[config.mk]
export PLATFORM = sky130hd
export DESIGN_NAME = tcs_timer_clock_capture
export DESIGN_NICKNAME = d
export VERILOG_FILES = /design/src/tcs_pkg.sv /design/src/tcs_timer_clock_capture.sv
export SDC_FILE = /design/constraint.sdc
export NUM_CORES = 1
export LEC_CHECK = 0
export BUFFER_PORTS_ARGS = -buffer_cell sky130_fd_sc_hd__buf_2
export CELL_PAD_IN_SITES_DETAIL_PLACEMENT = 1
export CELL_PAD_IN_SITES_GLOBAL_PLACEMENT = 1
export CORE_ASPECT_RATIO = 0.8
export CORE_MARGIN = 8
export CORE_UTILIZATION = 30
export DETAILED_ROUTE_END_ITERATION = 8
export GPL_TIMING_DRIVEN = 0
export PLACE_DENSITY = 0.51
export SLEW_MARGIN = 20
export SYNTH_ARGS = -nofsm -noshare
export SYNTH_HDL_FRONTEND = slang
export SYNTH_SLANG_ARGS = --single-unit
[constraint.sdc]
create_clock -name ref_clk -period 3.7 [get_ports ref_clk]
set_clock_uncertainty 0.1 [all_clocks]
set_input_delay 0.555 -clock ref_clk [delete_from_list [all_inputs] [get_ports ref_clk]]
set_output_delay 0.555 -clock ref_clk [all_outputs]
set_load 0.05 [all_outputs]
[src/tcs_pkg.sv]
// Constants for the timer clock select and input capture block.
// Assumes a 16-bit register port with 4-bit word addresses.
package tcs_pkg;
   localparam int AW = 4;
   localparam int DW = 16;
   localparam int NCH = 2;
   // Register word addresses
   localparam logic [3:0] OFS_CR1   = 4'h0;
   localparam logic [3:0] OFS_EGR   = 4'h1;
   localparam logic [3:0] OFS_SMCR  = 4'h2;
   localparam logic [3:0] OFS_CCMR1 = 4'h3;
   localparam logic [3:0] OFS_CCER  = 4'h4;
   localparam logic [3:0] OFS_CNT   = 4'h5;
   localparam logic [3:0] OFS_CCR1  = 4'h6;
   localparam logic [3:0] OFS_CCR2  = 4'h7;
   localparam logic [3:0] OFS_FLAG  = 4'h8;
   localparam logic [3:0] OFS_MISS  = 4'h9;
   localparam logic [3:0] OFS_CFG   = 4'ha;
   localparam logic [3:0] OFS_OR    = 4'hb;
   // Field positions
   localparam int CEN_B = 0;
   localparam int DIR_B = 1;
   localparam int UG_B = 0;
   localparam int CCG_B = 1;
   localparam int SMS_LSB = 0;
   localparam int TS_LSB = 4;
   localparam int ETF_LSB = 8;
   localparam int ETPS_LSB = 12;
   localparam int ECE_B = 14;
   localparam int ETP_B = 15;
   localparam int CCMR_STRIDE = 8;
   localparam int CCS_LSB = 0;
   localparam int ICPS_LSB = 2;
   localparam int ICF_LSB = 4;
   localparam int CCER_STRIDE = 4;
   localparam int CCE_B = 0;
   localparam int CCP_B = 1;
   localparam int CCF_B = 1;
   localparam int TIF_B = 6;
   localparam int EXTSEL_LSB = 0;
   localparam int MSKEN_B = 2;
   // Reset value of every register
   localparam logic [15:0] RST_REG = 16'h0000;
   // Encodings
   localparam logic [2:0] SMS_OFF = 3'h0;
   localparam logic [2:0] SMS_RESET = 3'h4;
   localparam logic [2:0] SMS_EXT1 = 3'h7;
   localparam logic [2:0] TS_CH1_EDGE = 3'h5;
   localparam logic [2:0] TS_CH2_IN = 3'h6;
   localparam logic [1:0] CCS_OUT = 2'h0;
   localparam logic [1:0] CCS_OWN = 2'h1;
   localparam logic [1:0] CCS_CROSS = 2'h2;
   localparam logic [1:0] EXT_PCLK = 2'h0;
   localparam logic [1:0] EXT_RC1K = 2'h1;
   localparam logic [1:0] EXT_32K = 2'h2;
   localparam logic [1:0] EXT_PIN = 2'h3;
   localparam logic [3:0] FLT_OFF = 4'h0;
   localparam logic [3:0] FLT_N8 = 4'h3;
   localparam logic [4:0] FLT_LEN_N8 = 5'h08;
endpackage

[src/tcs_timer_clock_capture.sv]
// Counter clock selection, channel input stage and capture registers.
// Assumes pins arrive asynchronous to ref_clk; registers on a plain port.
// How it works
// - Slave mode 000 clocks the counter from the internal clock.
// - Enable and direction change by software only; update generate self-clears.
// - Counter run gate follows counter enable one clock later.
// - Slave mode 111 counts active edges of the selected trigger.
// - Input select 01 picks own pin; channel 2 at 10 picks pin 1.
// - Filter 0000 passes; 0011 needs 8 equal samples at clock rate.
// - Capture prescaler skips trigger path; 00 captures every active edge.
// - Polarity 0 detects rising edges, 1 detects falling edges.
// - Trigger 110 is channel 2 input, 101 channel 1 edge; mode 100 resets.
// - Each trigger edge counts once and, unless slave mode is 000 with external clock enable clear, sets trigger flag, after synchronising.
// - External trigger clock enable selects external clock mode 2.
// - External source: 00 clock, 01 1 kHz, 10 32 kHz, 11 pin.
// - Source 11 with mask enable ANDs clock pin with mask pin.
// - Trigger prescale 01 halves; filter 0000 off; polarity 0 rising.
// - Each channel has buffer and shadow; software sees only buffer.
// - Capture goes shadow then buffer; compare copies buffer to shadow.
// - Compare reference is active high; polarity may invert the output.
// - Capture latches counter, sets channel flag, requests interrupt if enabled.
// - Capture while channel flag set raises missed-capture flag.
// - Flag clears by write 1 or value read; missed flag by write 1.
// - Input select not 00 makes channel input, value read-only.
// - Captures happen only with the channel capture enable set.
// - Capture generate bit sets that channel's flag, raising its capture interrupt request if enabled.
`timescale 1ns/10ps
module tcs_timer_clock_capture
   import tcs_pkg::*;
(
   input  wire logic          ref_clk,
   input  wire logic          resetn,
   input  wire logic [AW-1:0] reg_addr,
   input  wire logic [DW-1:0] reg_wdata,
   input  wire logic          reg_wr,
   input  wire logic          reg_rd,
   output logic      [DW-1:0] reg_rdata,
   input  wire logic          channel1_input_pin,
   input  wire logic          channel2_input_pin,
   input  wire logic          external_clock_pin,
   input  wire logic          clock_mask_pin,
   input  wire logic          rc_1khz_clock,
   input  wire logic          opt_32khz_clock,
   output logic      [1:0]    compare_output,
   output logic      [1:0]    capture_irq
);

   // Filter length in samples for a filter code
   function automatic logic [4:0] filt_len(input logic [3:0] f);
      unique case (f)
         FLT_OFF: filt_len = 5'h01;
         4'h1:    filt_len = 5'h02;
         4'h2:    filt_len = 5'h04;
         FLT_N8:  filt_len = FLT_LEN_N8;
         default: filt_len = {f, 1'b0};
      endcase
   endfunction

   // True when an edge count hits the divide-by-2^ps point
   function automatic logic div_hit(input logic [2:0] c, input logic [1:0] ps);
      logic [2:0] m;
      m = 3'((4'h1 << ps) - 4'h1);
      div_hit = (c & m) == 3'h0;
   endfunction

   // Software-visible registers and the counter
   logic [15:0]   cr1_q;
   logic [15:0]   smcr_q;
   logic [15:0]   ccmr_q;
   logic [15:0]   ccer_q;
   logic [15:0]   cfg_q;
   logic [15:0]   or_q;
   logic [15:0]   cnt_q;
   // Per-channel flags and the capture copy pulse
   logic [1:0]    ccf_q;
   logic [1:0]    miss_q;
   logic [1:0]    copy_q;
   logic          tif_q;
   logic          run_q;
   // Capture register pairs and prescaler state
   logic [15:0]   buf_q [NCH];
   logic [15:0]   shd_q [NCH];
   logic [2:0]    icp_q [NCH];
   logic [2:0]    etp_cnt_q;
   // Synchroniser stages and filter state
   logic [5:0]    s1_q;
   logic [5:0]    s2_q;
   logic [2:0]    flt_q;
   logic [2:0]    prev_q;
   logic [4:0]    fcnt_q [3];

   // Decoded fields; event register bits act only in their write cycle
   logic [2:0] sms;
   logic [2:0] ts;
   logic [1:0] ext_sel;
   logic [1:0] etps;
   logic       ece;
   logic       cen;
   logic       dir;
   logic       wr_egr;
   logic       ug;
   logic [1:0] ccg;
   assign sms     = smcr_q[SMS_LSB +: 3];
   assign ts      = smcr_q[TS_LSB +: 3];
   assign etps    = smcr_q[ETPS_LSB +: 2];
   assign ece     = smcr_q[ECE_B];
   assign ext_sel = or_q[EXTSEL_LSB +: 2];
   assign cen     = cr1_q[CEN_B];
   assign dir     = cr1_q[DIR_B];
   assign wr_egr  = reg_wr && reg_addr == OFS_EGR;
   assign ug      = wr_egr && reg_wdata[UG_B];
   assign ccg     = wr_egr ? reg_wdata[CCG_B +: 2] : 2'h0;

   // Two-stage synchronisers on every pin and foreign clock
   // Only the second stage is read, so metastability never reaches logic
   always_ff @(posedge ref_clk or negedge resetn) begin
      if (!resetn) begin
         s1_q <= 6'h00;
         s2_q <= 6'h00;
      end else begin
         s1_q <= {opt_32khz_clock, rc_1khz_clock, clock_mask_pin,
                  external_clock_pin, channel2_input_pin, channel1_input_pin};
         s2_q <= s1_q;
      end
   end

   // External trigger source, gating and polarity
   // Source 00 has no level; its prescaler then sees an edge every cycle
   logic etr_lvl;
   always_comb begin
      unique case (ext_sel)
         EXT_RC1K: etr_lvl = s2_q[4];
         EXT_32K:  etr_lvl = s2_q[5];
         EXT_PIN:  etr_lvl = s2_q[2] & (s2_q[3] | ~or_q[MSKEN_B]);
         default:  etr_lvl = 1'b0;
      endcase
      etr_lvl = etr_lvl ^ smcr_q[ETP_B];
   end

   // Per-input filter code and level: ch1, ch2, external trigger
   logic [2:0] fin;
   logic [3:0] fcode [3];
   assign fin = {etr_lvl, s2_q[1], s2_q[0]};
   assign fcode[0] = ccmr_q[ICF_LSB +: 4];
   assign fcode[1] = ccmr_q[CCMR_STRIDE + ICF_LSB +: 4];
   assign fcode[2] = smcr_q[ETF_LSB +: 4];

   // Digital filters: output follows after N samples at the new level
   // A run broken by the old level restarts, so short glitches never pass
   always_ff @(posedge ref_clk or negedge resetn) begin
      if (!resetn) begin
         flt_q  <= 3'h0;
         prev_q <= 3'h0;
         for (int i = 0; i < 3; i++) fcnt_q[i] <= 5'h00;
      end else begin
         prev_q <= flt_q;
         for (int i = 0; i < 3; i++) begin
            if (fin[i] == flt_q[i]) begin
               fcnt_q[i] <= 5'h00;
            end else if (fcnt_q[i] + 5'h01 >= filt_len(fcode[i])) begin
               flt_q[i]  <= fin[i];
               fcnt_q[i] <= 5'h00;
            end else begin
               fcnt_q[i] <= fcnt_q[i] + 5'h01;
            end
         end
      end
   end

   // Edge detection with per-channel polarity
   logic [2:0] rise;
   logic [2:0] fall;
   logic [1:0] pol;
   logic [1:0] cce;
   logic [1:0] ccs [NCH];
   logic [1:0] icps [NCH];
   logic [1:0] ic_edge;
   logic [1:0] cap_hit;
   // Trigger and clock-tick nets
   logic       ch1_edge;
   logic       ch2_edge;
   logic       trig;
   logic       etr_edge;
   logic       prescaled_external_trigger;
   logic       tick;
   assign rise = flt_q & ~prev_q;
   assign fall = ~flt_q & prev_q;
   always_comb begin
      for (int k = 0; k < NCH; k++) begin
         pol[k]  = ccer_q[k*CCER_STRIDE + CCP_B];
         cce[k]  = ccer_q[k*CCER_STRIDE + CCE_B];
         ccs[k]  = ccmr_q[k*CCMR_STRIDE + CCS_LSB +: 2];
         icps[k] = ccmr_q[k*CCMR_STRIDE + ICPS_LSB +: 2];
         unique case (ccs[k])
            CCS_OWN:   ic_edge[k] = pol[k] ? fall[k] : rise[k];
            CCS_CROSS: ic_edge[k] = pol[k] ? fall[1-k] : rise[1-k];
            default:   ic_edge[k] = 1'b0;
         endcase
         cap_hit[k] = ccs[k] != CCS_OUT && cce[k] && ic_edge[k]
                      && div_hit(icp_q[k], icps[k]);
      end
   end
   assign ch1_edge = pol[0] ? fall[0] : rise[0];
   assign ch2_edge = pol[1] ? fall[1] : rise[1];
   // Trigger selection takes no capture prescale
   assign trig = (ts == TS_CH1_EDGE) ? ch1_edge :
                 (ts == TS_CH2_IN)   ? ch2_edge : 1'b0;
   assign etr_edge = (ext_sel == EXT_PCLK) ? 1'b1 : rise[2];
   assign prescaled_external_trigger = etr_edge && div_hit(etp_cnt_q, etps);
   // Counter clock source
   assign tick = ece ? prescaled_external_trigger :
                 (sms == SMS_EXT1) ? trig : 1'b1;

   // External trigger prescaler
   always_ff @(posedge ref_clk or negedge resetn) begin
      if (!resetn) etp_cnt_q <= 3'h0;
      else if (etr_edge) etp_cnt_q <= etp_cnt_q + 3'h1;
   end

   // Counter run gate lags the enable bit by one clock
   // Counting starts one clock after software sets the enable
   always_ff @(posedge ref_clk or negedge resetn) begin
      if (!resetn) run_q <= 1'b0;
      else run_q <= cen;
   end

   // Counter
   // Update generate and a trigger reset outrank a software write
   always_ff @(posedge ref_clk or negedge resetn) begin
      if (!resetn) begin
         cnt_q <= RST_REG;
      end else if (ug || (sms == SMS_RESET && trig)) begin
         cnt_q <= 16'h0000;
      end else if (reg_wr && reg_addr == OFS_CNT) begin
         cnt_q <= reg_wdata;
      end else if (run_q && tick) begin
         cnt_q <= dir ? cnt_q - 16'h0001 : cnt_q + 16'h0001;
      end
   end

   // Control registers written by software only
   always_ff @(posedge ref_clk or negedge resetn) begin
      if (!resetn) begin
         cr1_q  <= RST_REG;
         smcr_q <= RST_REG;
         ccmr_q <= RST_REG;
         ccer_q <= RST_REG;
         cfg_q  <= RST_REG;
         or_q   <= RST_REG;
      end else if (reg_wr) begin
         unique case (reg_addr)
            OFS_CR1:   cr1_q  <= reg_wdata;
            OFS_SMCR:  smcr_q <= reg_wdata;
            OFS_CCMR1: ccmr_q <= reg_wdata;
            OFS_CCER:  ccer_q <= reg_wdata;
            OFS_CFG:   cfg_q  <= reg_wdata;
            OFS_OR:    or_q   <= reg_wdata;
            default:   ;
         endcase
      end
   end

   // Capture prescalers count channel edges
   // Only enabled channels advance, so the first enabled edge captures
   always_ff @(posedge ref_clk or negedge resetn) begin
      if (!resetn) begin
         for (int k = 0; k < NCH; k++) icp_q[k] <= 3'h0;
      end else begin
         for (int k = 0; k < NCH; k++)
            if (ic_edge[k] && cce[k]) icp_q[k] <= icp_q[k] + 3'h1;
      end
   end

   // Shadow and buffer registers per channel
   // The buffer takes the shadow a cycle later, so a read never sees a half capture
   always_ff @(posedge ref_clk or negedge resetn) begin
      if (!resetn) begin
         copy_q <= 2'h0;
         for (int k = 0; k < NCH; k++) begin
            shd_q[k] <= RST_REG;
            buf_q[k] <= RST_REG;
         end
      end else begin
         copy_q <= cap_hit;
         for (int k = 0; k < NCH; k++) begin
            if (ccs[k] == CCS_OUT) begin
               shd_q[k] <= buf_q[k];
               if (reg_wr && reg_addr == OFS_CCR1 + 4'(k))
                  buf_q[k] <= reg_wdata;
            end else begin
               if (cap_hit[k]) shd_q[k] <= cnt_q;
               if (copy_q[k]) buf_q[k] <= shd_q[k];
            end
         end
      end
   end

   // Flags: a setting event wins over a clear in the same cycle
   // A miss compares with the flag as it stood before this cycle's clear
   logic [1:0] ccr_rd;
   logic [1:0] ccf_clr;
   logic [1:0] miss_clr;
   assign ccr_rd   = {reg_rd && reg_addr == OFS_CCR2, reg_rd && reg_addr == OFS_CCR1};
   assign ccf_clr  = (reg_wr && reg_addr == OFS_FLAG) ? reg_wdata[CCF_B +: 2] : 2'h0;
   assign miss_clr = (reg_wr && reg_addr == OFS_MISS) ? reg_wdata[CCF_B +: 2] : 2'h0;
   always_ff @(posedge ref_clk or negedge resetn) begin
      if (!resetn) begin
         ccf_q  <= 2'h0;
         miss_q <= 2'h0;
         tif_q  <= 1'b0;
      end else begin
         ccf_q  <= copy_q | ccg | (ccf_q & ~ccf_clr & ~ccr_rd);
         miss_q <= (copy_q & ccf_q) | (miss_q & ~miss_clr);
         if ((sms != SMS_OFF || ece) && trig)
            tif_q <= 1'b1;
         else if (reg_wr && reg_addr == OFS_FLAG && reg_wdata[TIF_B])
            tif_q <= 1'b0;
      end
   end

   // Compare reference and output pins, capture requests
   // Reference is high while the counter is below the shadow value
   logic [1:0] cref;
   always_comb begin
      for (int k = 0; k < NCH; k++)
         cref[k] = ccs[k] == CCS_OUT && cnt_q < shd_q[k];
   end
   always_ff @(posedge ref_clk or negedge resetn) begin
      if (!resetn) begin
         compare_output <= 2'h0;
         capture_irq    <= 2'h0;
      end else begin
         compare_output <= cce & (cref ^ pol);
         capture_irq    <= ccf_q & cfg_q[CCF_B +: 2];
      end
   end

   // Status words for the read port, each flag at its own bit
   logic [15:0] flag_word;
   logic [15:0] miss_word;
   always_comb begin
      flag_word = 16'h0000;
      flag_word[TIF_B] = tif_q;
      flag_word[CCF_B +: 2] = ccf_q;
      miss_word = 16'h0000;
      miss_word[CCF_B +: 2] = miss_q;
   end

   // Register read port, data one cycle after the strobe
   // Captured values come from the buffer; the shadow is never visible
   always_ff @(posedge ref_clk or negedge resetn) begin
      if (!resetn) begin
         reg_rdata <= 16'h0000;
      end else if (reg_rd) begin
         unique case (reg_addr)
            OFS_CR1:   reg_rdata <= cr1_q;
            OFS_SMCR:  reg_rdata <= smcr_q;
            OFS_CCMR1: reg_rdata <= ccmr_q;
            OFS_CCER:  reg_rdata <= ccer_q;
            OFS_CNT:   reg_rdata <= cnt_q;
            OFS_CCR1:  reg_rdata <= buf_q[0];
            OFS_CCR2:  reg_rdata <= buf_q[1];
            OFS_FLAG:  reg_rdata <= flag_word;
            OFS_MISS:  reg_rdata <= miss_word;
            OFS_CFG:   reg_rdata <= cfg_q;
            OFS_OR:    reg_rdata <= or_q;
            default:   reg_rdata <= 16'h0000;
         endcase
      end else begin
         reg_rdata <= 16'h0000;
      end
   end

endmodule

==> results of run 1 <==
==> sequential cells by signal (all words and copies together), names as in the netlist, 16 cells and up <==
name,cells
reg_rdata,16
ccer_q,16
cnt_q,16
buf_q,32
cr1_q,16
smcr_q,16
cfg_q,16
ccmr_q,16
shd_q,32
or_q,16
==> worst paths after layout <==
| path | slack, ns | to | startpoint |
|---|---|---|---|
| setup / recovery | 0.47 | cnt_q[12] | cr1_q[1] |
| hold / removal | 0.03 | s1_q[1] | channel2_input_pin |
| setup reg to reg | 0.47 | cnt_q[12] | cr1_q[1] |
| hold reg to reg | 0.25 | s2_q[0] | s1_q[0] |
| max in group asynchronous | 1.66 | cnt_q[2] | resetn |
| min in group asynchronous | 0.47 | s1_q[4] | resetn |
==> worst register-to-register path: stages (launching register included) <==
cell	delay, ns
dfrtp_1	0.88
inv_1	0.25
fa_1	0.50
nand2b_1	0.21
a21oi_1	0.23
a21oi_1	0.20
o21bai_1	0.22
xnor2_1	0.17
a21oi_1	0.10
a22o_1	0.26
==> metal layers <==
layer | wire length, µm | track usage [%] | up-vias
met2 | 20400 | 27.9 | 248
met1 | 24500 | 28.4 | 5326
met4 | 1350 | 4.94 | 0
met5 | 0 | 0 | -
li1 | - | - | 4615
met3 | 2930 | 4.35 | 73
==> report_power, final <==
group / total [mW] / leakage, nW / internal [mW] / switching [mW]
registers: 4.41 / 3.13 / 3.42 / 0.992
logic: 4.02 / 3.10 / 1.75 / 2.27
clock network: 3.08 / 0.495 / 1.85 / 1.23
total: 11.5 / 6.72 / 7.02 / 4.49
==> cell type report <==
| cell class | count | area (µm²) |
|---|---|---|
| Buffer | 77 | 395 |
| Clock buffer | 38 | 830 |
| Clock inverter | 15 | 193 |
| Fill cell | 4877 | 28700 |
| Inverter | 50 | 188 |
| Multi-Input combinational cell | 869 | 6560 |
| Sequential cell | 246 | 6160 |
| Tap cell | 568 | 711 |
| Timing Repair Buffer | 41 | 290 |
==> placed cells by master, fill, tap and decap left out, drive strengths merged, types with 17 or more instances in the layout <==
| master | netlist | final |
|---|---|---|
| inv | 50 | 50 |
| dfrtp | 246 | 246 |
| nor2 | 37 | 37 |
| mux2 | 112 | 112 |
| a21oi | 50 | 50 |
| o21ai | 104 | 104 |
| a22o | 29 | 29 |
| nand2 | 155 | 155 |
| clkbuf | 38 | 76 |
| xor2 | 17 | 17 |
| ha | 74 | 74 |
| mux2i | 72 | 72 |
| buf | 38 | 73 |
==> through the flow <==
step,utilization (%),std cells,power [mW]
6_report,34.8,1904,11.5
5_1_grt,34.8,1904,12.3
4_1_cts,34.8,1904,11.6
3_5_place_dp,32.3,1845,8.46
3_3_place_gp,32.2,1843,8.33
2_1_floorplan,-,1242,6.92
==> kinds of logic after synthesis <==
kind of cell	Yosys count	share of synthesized area [%]
mux	186	15.3
simple gates	280	9.88
fa+ha+maj	75	7.12
flops	246	46.3
compound gates	294	14.7
xor+xnor	34	2.34
buf+inv	127	4.39
==> run summary, run 1 <==
PLACE
------------------------------------------------------------------------------------
Dpl cell area .........................................................   14,200 µm²
Placed wire-length estimate after detailed placement ..................    36,000 µm
Number of buffer cells added on primary ports .........................           33
Worst slack, placed ...................................................     0.326 ns
Placer's final routability congestion estimate ........................        0.864

WORST HOLD PATH
------------------------------------------------------------------------------------
Class of the most critical hold timing path ...........................       in2reg
Worst Hold Path Cells .................................................            1

SYNTHESIS
------------------------------------------------------------------------------------
Count leader, synth ...................................................      dfrtp_1
Sequential area share after synthesis .................................        46.3%
Cell Area, Synth ......................................................   13,300 µm²
Distinct cells, synth .................................................           74
Register bit count reported by yosys ..................................          246
Most common library cells after synthesis ............................. dfrtp_1, nand2_1, mux2_2
Syn_area_per_cell .....................................................     10.7 µm²
Top FF cell, synth ....................................................      dfrtp_1
Area share of the largest cell type after synthesis ...................        46.3%
YS warnings ...........................................................            0
Library cell with the largest summed area after synthesis .............      dfrtp_1
Net count after synthesis .............................................        1,347
Share of flip-flops with an asynchronous set or reset .................         100%
Gate Count Post-Synth .................................................        1,242
Number of enable flip-flop cells after synthesis ......................            0
Cell types occupying the most area after synthesis .................... dfrtp_1, mux2_2, ha_1

STA
------------------------------------------------------------------------------------
Worst-case hold slack .................................................    0.0254 ns
Final critical path time including I/O delays and setup ...............      3.23 ns
Final sum of negative setup slack .....................................         0 ns
Max Transition Viols Final ............................................            0
Worst setup slack after layout ........................................     0.474 ns
Final setup fails .....................................................            0
Headroom to the max-slew limit ........................................        28.8%
Fin crit share ........................................................        87.2%
Maximum frequency from static timing analysis .........................      310 MHz
Transition time at the pin with the least slew margin .................      1.06 ns
Final hold violation count ............................................            0
Setup repair after global routing missed its margin ...................        false

ROUTE
------------------------------------------------------------------------------------
Vias after detailed routing ...........................................        10.3k
DRC violation count after routing .....................................            0
DRT antenna net count .................................................            0
WL final ..............................................................    49,200 µm
First-pass DRT Iterations .............................................            5
Mean routed wirelength per cell .......................................      25.8 µm
Initial drt markers ...................................................          781
Number of vias per cell ...............................................         5.39

FLOORPLANNING
------------------------------------------------------------------------------------
Height of the die .....................................................       204 µm
Floorplan die area ....................................................   51,300 µm²
Die Span X ............................................................       251 µm
I/O pin cnt ...........................................................           50
Row count .............................................................           69
Area of the placeable core ............................................   44,000 µm²
Initial Utilization ...................................................        30.2%

GLOBAL ROUTE
------------------------------------------------------------------------------------
Vias in the first global route ........................................        10.7k
Pin count of the biggest net entering global routing ..................           91
Global-route congestion overflow total ................................            0
Global-route wire length before repair ................................    73,900 µm
Total global-route track usage ........................................        19.2%
Antenna violations before repair ......................................            0

WORST SETUP PATH
------------------------------------------------------------------------------------
Worst Reg-to-Reg Cells ................................................            9
Highest-delay cell along the critical path ............................      dfrtp_1
Biggest cell delay along the critical path ............................      0.88 ns
CP Data Required Time .................................................      4.05 ns
CP Data Arrival Time ..................................................      3.57 ns
Critical path fanouts, max ............................................           17
Launching element type of the critical path ...........................         flop
CP delay by family, top ............................................... compound AO/OA/AOI/OAI gates
CP cell instances ..................................................... inv_1, fa_1, nand2b_1, a21oi_1, a21oi_1, o21bai_1, xnor2_1, a21oi_1, a22o_1
Crit. path cell count .................................................            9
Crit path top cell by count ...........................................      a21oi_1
Element type at the critical path end .................................         flop
Number of buffers and inverters on the critical path ..................            1
Critical setup path kind ..............................................      reg2reg

FINISH
------------------------------------------------------------------------------------
Number of diodes added for antenna fixing .............................            0
Number of nets in the layout ..........................................        1,419
Share of cells above drive strength 1 .................................        18.3%
Post-Layout Inst Area .................................................   15,300 µm²
Synth-to-Final Area Change ............................................        15.3%

POWER AND IR DROP
------------------------------------------------------------------------------------
Leak ..................................................................      6.72 nW
Ratio of total power to cell area .....................................   751 nW/µm²
Highest ir drop seen on vdd ...........................................       306 µV

JOB
------------------------------------------------------------------------------------
Max Cap Viol ..........................................................            0

CLOCKING
------------------------------------------------------------------------------------
Number of buffers inserted for hold repair after clock tree synthesis .            6
Clock tree from TritonCTS .............................................          yes
Register clock-pin slew on the reported worst setup and hold paths ....      0.07 ns
Clock latency reported for the late side of the worst-skew pair .......      0.56 ns
Cts bufs inserted .....................................................           29
Total number of clock tree sinks ......................................          246
Root cell of the clock tree ...........................................    clkbuf_16
Number of gates resized after CTS .....................................            0
Deepest level of the CTS H-tree .......................................            1
Largest buffer count on any clock path ................................            3
Post-CTS Repair Setup Buffers .........................................            0

STATUS
------------------------------------------------------------------------------------
Result of the run ..................................................... finished, final reports clean

(Power assumes the default switching activity.)
==> run 2: changes to the inputs <==
PLACE_DENSITY = default   (was 0.51)
PLACE_DENSITY_LB_ADDON = 0.1   (was default)
==> run summary, run 2 (same netlist as run 1, synthesis figures left out) <==
STATUS
---------------------------------------------------------------------------------
Result of the run .................................................. finished, final reports clean

GLOBAL ROUTE
---------------------------------------------------------------------------------
Pin count of the biggest net entering global routing ...............           69
Total global-route track usage .....................................        19.6%
Global-route wire length before repair .............................    75,500 µm
Vias in the first global route .....................................        10.9k
Global-route congestion overflow total .............................            0
Antenna violations before repair ...................................            1

PLACE
---------------------------------------------------------------------------------
Worst slack, placed ................................................     0.371 ns
Placer's final routability congestion estimate .....................        0.836
Dpl cell area ......................................................   14,300 µm²
Number of buffer cells added on primary ports ......................           33
Placed wire-length estimate after detailed placement ...............    36,000 µm

FLOORPLANNING
---------------------------------------------------------------------------------
Die Span X .........................................................       251 µm
Area of the placeable core .........................................   44,000 µm²
Row count ..........................................................           69
Initial Utilization ................................................        30.2%
Height of the die ..................................................       204 µm
Floorplan die area .................................................   51,300 µm²
I/O pin cnt ........................................................           50

ROUTE
---------------------------------------------------------------------------------
Mean routed wirelength per cell ....................................      26.2 µm
Post-Route M1 WL ...................................................    24,800 µm
Initial drt markers ................................................          697
DRT antenna net count ..............................................            0
WL final ...........................................................    49,900 µm
Number of vias per cell ............................................         5.35
Detail Route met2 WL ...............................................    22,100 µm
First-pass DRT Iterations ..........................................            7
Max Used Layer .....................................................         met4
Total length of routed met3 wires ..................................      1920 µm
DRC violation count after routing ..................................            0
Vias after detailed routing ........................................        10.2k

CLOCKING
---------------------------------------------------------------------------------
Number of gates resized after CTS ..................................            0
Largest buffer count on any clock path .............................            3
Cts bufs inserted ..................................................           29
Deepest level of the CTS H-tree ....................................            1
Root cell of the clock tree ........................................    clkbuf_16
Total number of clock tree sinks ...................................          246
Register clock-pin slew on the reported worst setup and hold paths .      0.07 ns
Clock tree from TritonCTS ..........................................          yes
Clock latency reported for the late side of the worst-skew pair ....      0.57 ns

WORST SETUP PATH
---------------------------------------------------------------------------------
Start of the worst register-to-register path .......................     cr1_q[1]
CP Data Arrival Time ...............................................      3.54 ns
Element type at the critical path end ..............................         flop
CP Data Required Time ..............................................      4.06 ns
Crit path from .....................................................     cr1_q[1]
Critical setup path kind ...........................................      reg2reg
Critical path fanouts, max .........................................           17
Launching element type of the critical path ........................         flop

STA
---------------------------------------------------------------------------------
Final critical path time including I/O delays and setup ............      3.17 ns
Final hold violation count .........................................            0
Transition time at the pin with the least slew margin ..............      1.20 ns
Final sum of negative setup slack ..................................         0 ns
Worst setup slack after layout .....................................     0.527 ns
Fin crit share .....................................................        85.8%
Max Transition Viols Final .........................................            0
Setup repair after global routing missed its margin ................        false
Headroom to the max-slew limit .....................................        19.4%
Worst-case hold slack ..............................................     0.248 ns
Final setup fails ..................................................            0
Maximum frequency from static timing analysis ......................      315 MHz

FINISH
---------------------------------------------------------------------------------
Largest regs ....................................................... buf_q x32, shd_q x32
Share of cells above drive strength 1 ..............................        17.7%
Number of diodes added for antenna fixing ..........................            0
Synth-to-Final Area Change .........................................        15.0%
Post-Layout Inst Area ..............................................   15,300 µm²
Most frequent cells in the layout .................................. dfrtp_1, nand2_1, mux2_2
Number of nets in the layout .......................................        1,421
Leading cell type in the layout, fill and taps excluded ............      dfrtp_1

POWER AND IR DROP
---------------------------------------------------------------------------------
Leak ...............................................................      6.70 nW
Ratio of total power to cell area ..................................   744 nW/µm²
Highest ir drop seen on vdd ........................................       380 µV

JOB
---------------------------------------------------------------------------------
Max Cap Viol .......................................................            0

WORST HOLD PATH
---------------------------------------------------------------------------------
Class of the most critical hold timing path ........................      reg2reg
Hold Crit Start ....................................................      s1_q[5]

-- run 2: cell types whose count changed in the layout (fill, tap and decap cells not counted), moves of 2 or more --
cell,change
clkinv_4,-2
clkinvlp_4,-4
clkinv_2,-3
clkbuf_1,+8
-- run 2: final timing paths --
| kind | end | slack (ns) | cells past startpoint |
|---|---|---|---|
| max | cnt_q[14] | 0.53 | 9 |
| min | s2_q[5] | 0.25 | 0 |
| max reg2reg | cnt_q[14] | 0.53 | 9 |
| min reg2reg | s2_q[5] | 0.25 | 0 |
| max in group asynchronous | cnt_q[13] | 2.03 | 4 |
| min in group asynchronous | s1_q[4] | 0.40 | 2 |
-- run 2: critical path, cell delays in order (launching register included) --
cell,delay (ns)
dfrtp_1,0.93
inv_1,0.19
fa_1,0.49
nand2b_1,0.21
a21oi_1,0.25
a21oi_1,0.20
o221ai_2,0.20
xor2_1,0.16
nand2_1,0.07
a311oi_1,0.27
-- run 2: where the power goes --
part           leakage [nW]  switching, mW  internal [mW]
logic                  3.11           2.18           1.75
registers              3.13           1.07           3.42
clock network         0.467           1.19           1.77
-- run 2: repair_timing --
item	CTS	global route
hold buffers	7	0
endpoints found under the hold margin	56	0
setup buffers	0	0
-- run 2: stage by stage --
step | total power [mW] | utilization, % | cells
4_1_cts | 11.5 | 34.7 | 1904
3_5_place_dp | 8.46 | 32.4 | 1846
6_report | 11.4 | 34.7 | 1904
5_1_grt | 12.2 | 34.7 | 1904
2_1_floorplan | 6.92 | - | 1242
3_3_place_gp | 8.36 | 32.2 | 1843
-- run 2: cell type report --
class	instances	area [µm²]
timing repair buffer	43	328
fill	4882	28700
sequential	246	6160
clock buffer	45	846
clock inverter	6	109
buffer	77	395
inverter	50	188
multi-input combinational	869	6550
tap	568	711
-- run 2: metal layers --
| layer | track usage (%) | vias to the layer above |
|---|---|---|
| met1 | 28.6 | 5285 |
| li1 | - | 4628 |
| met4 | 4.38 | 0 |
| met3 | 2.62 | 64 |
| met5 | 0 | - |
| met2 | 30.6 | 200 |
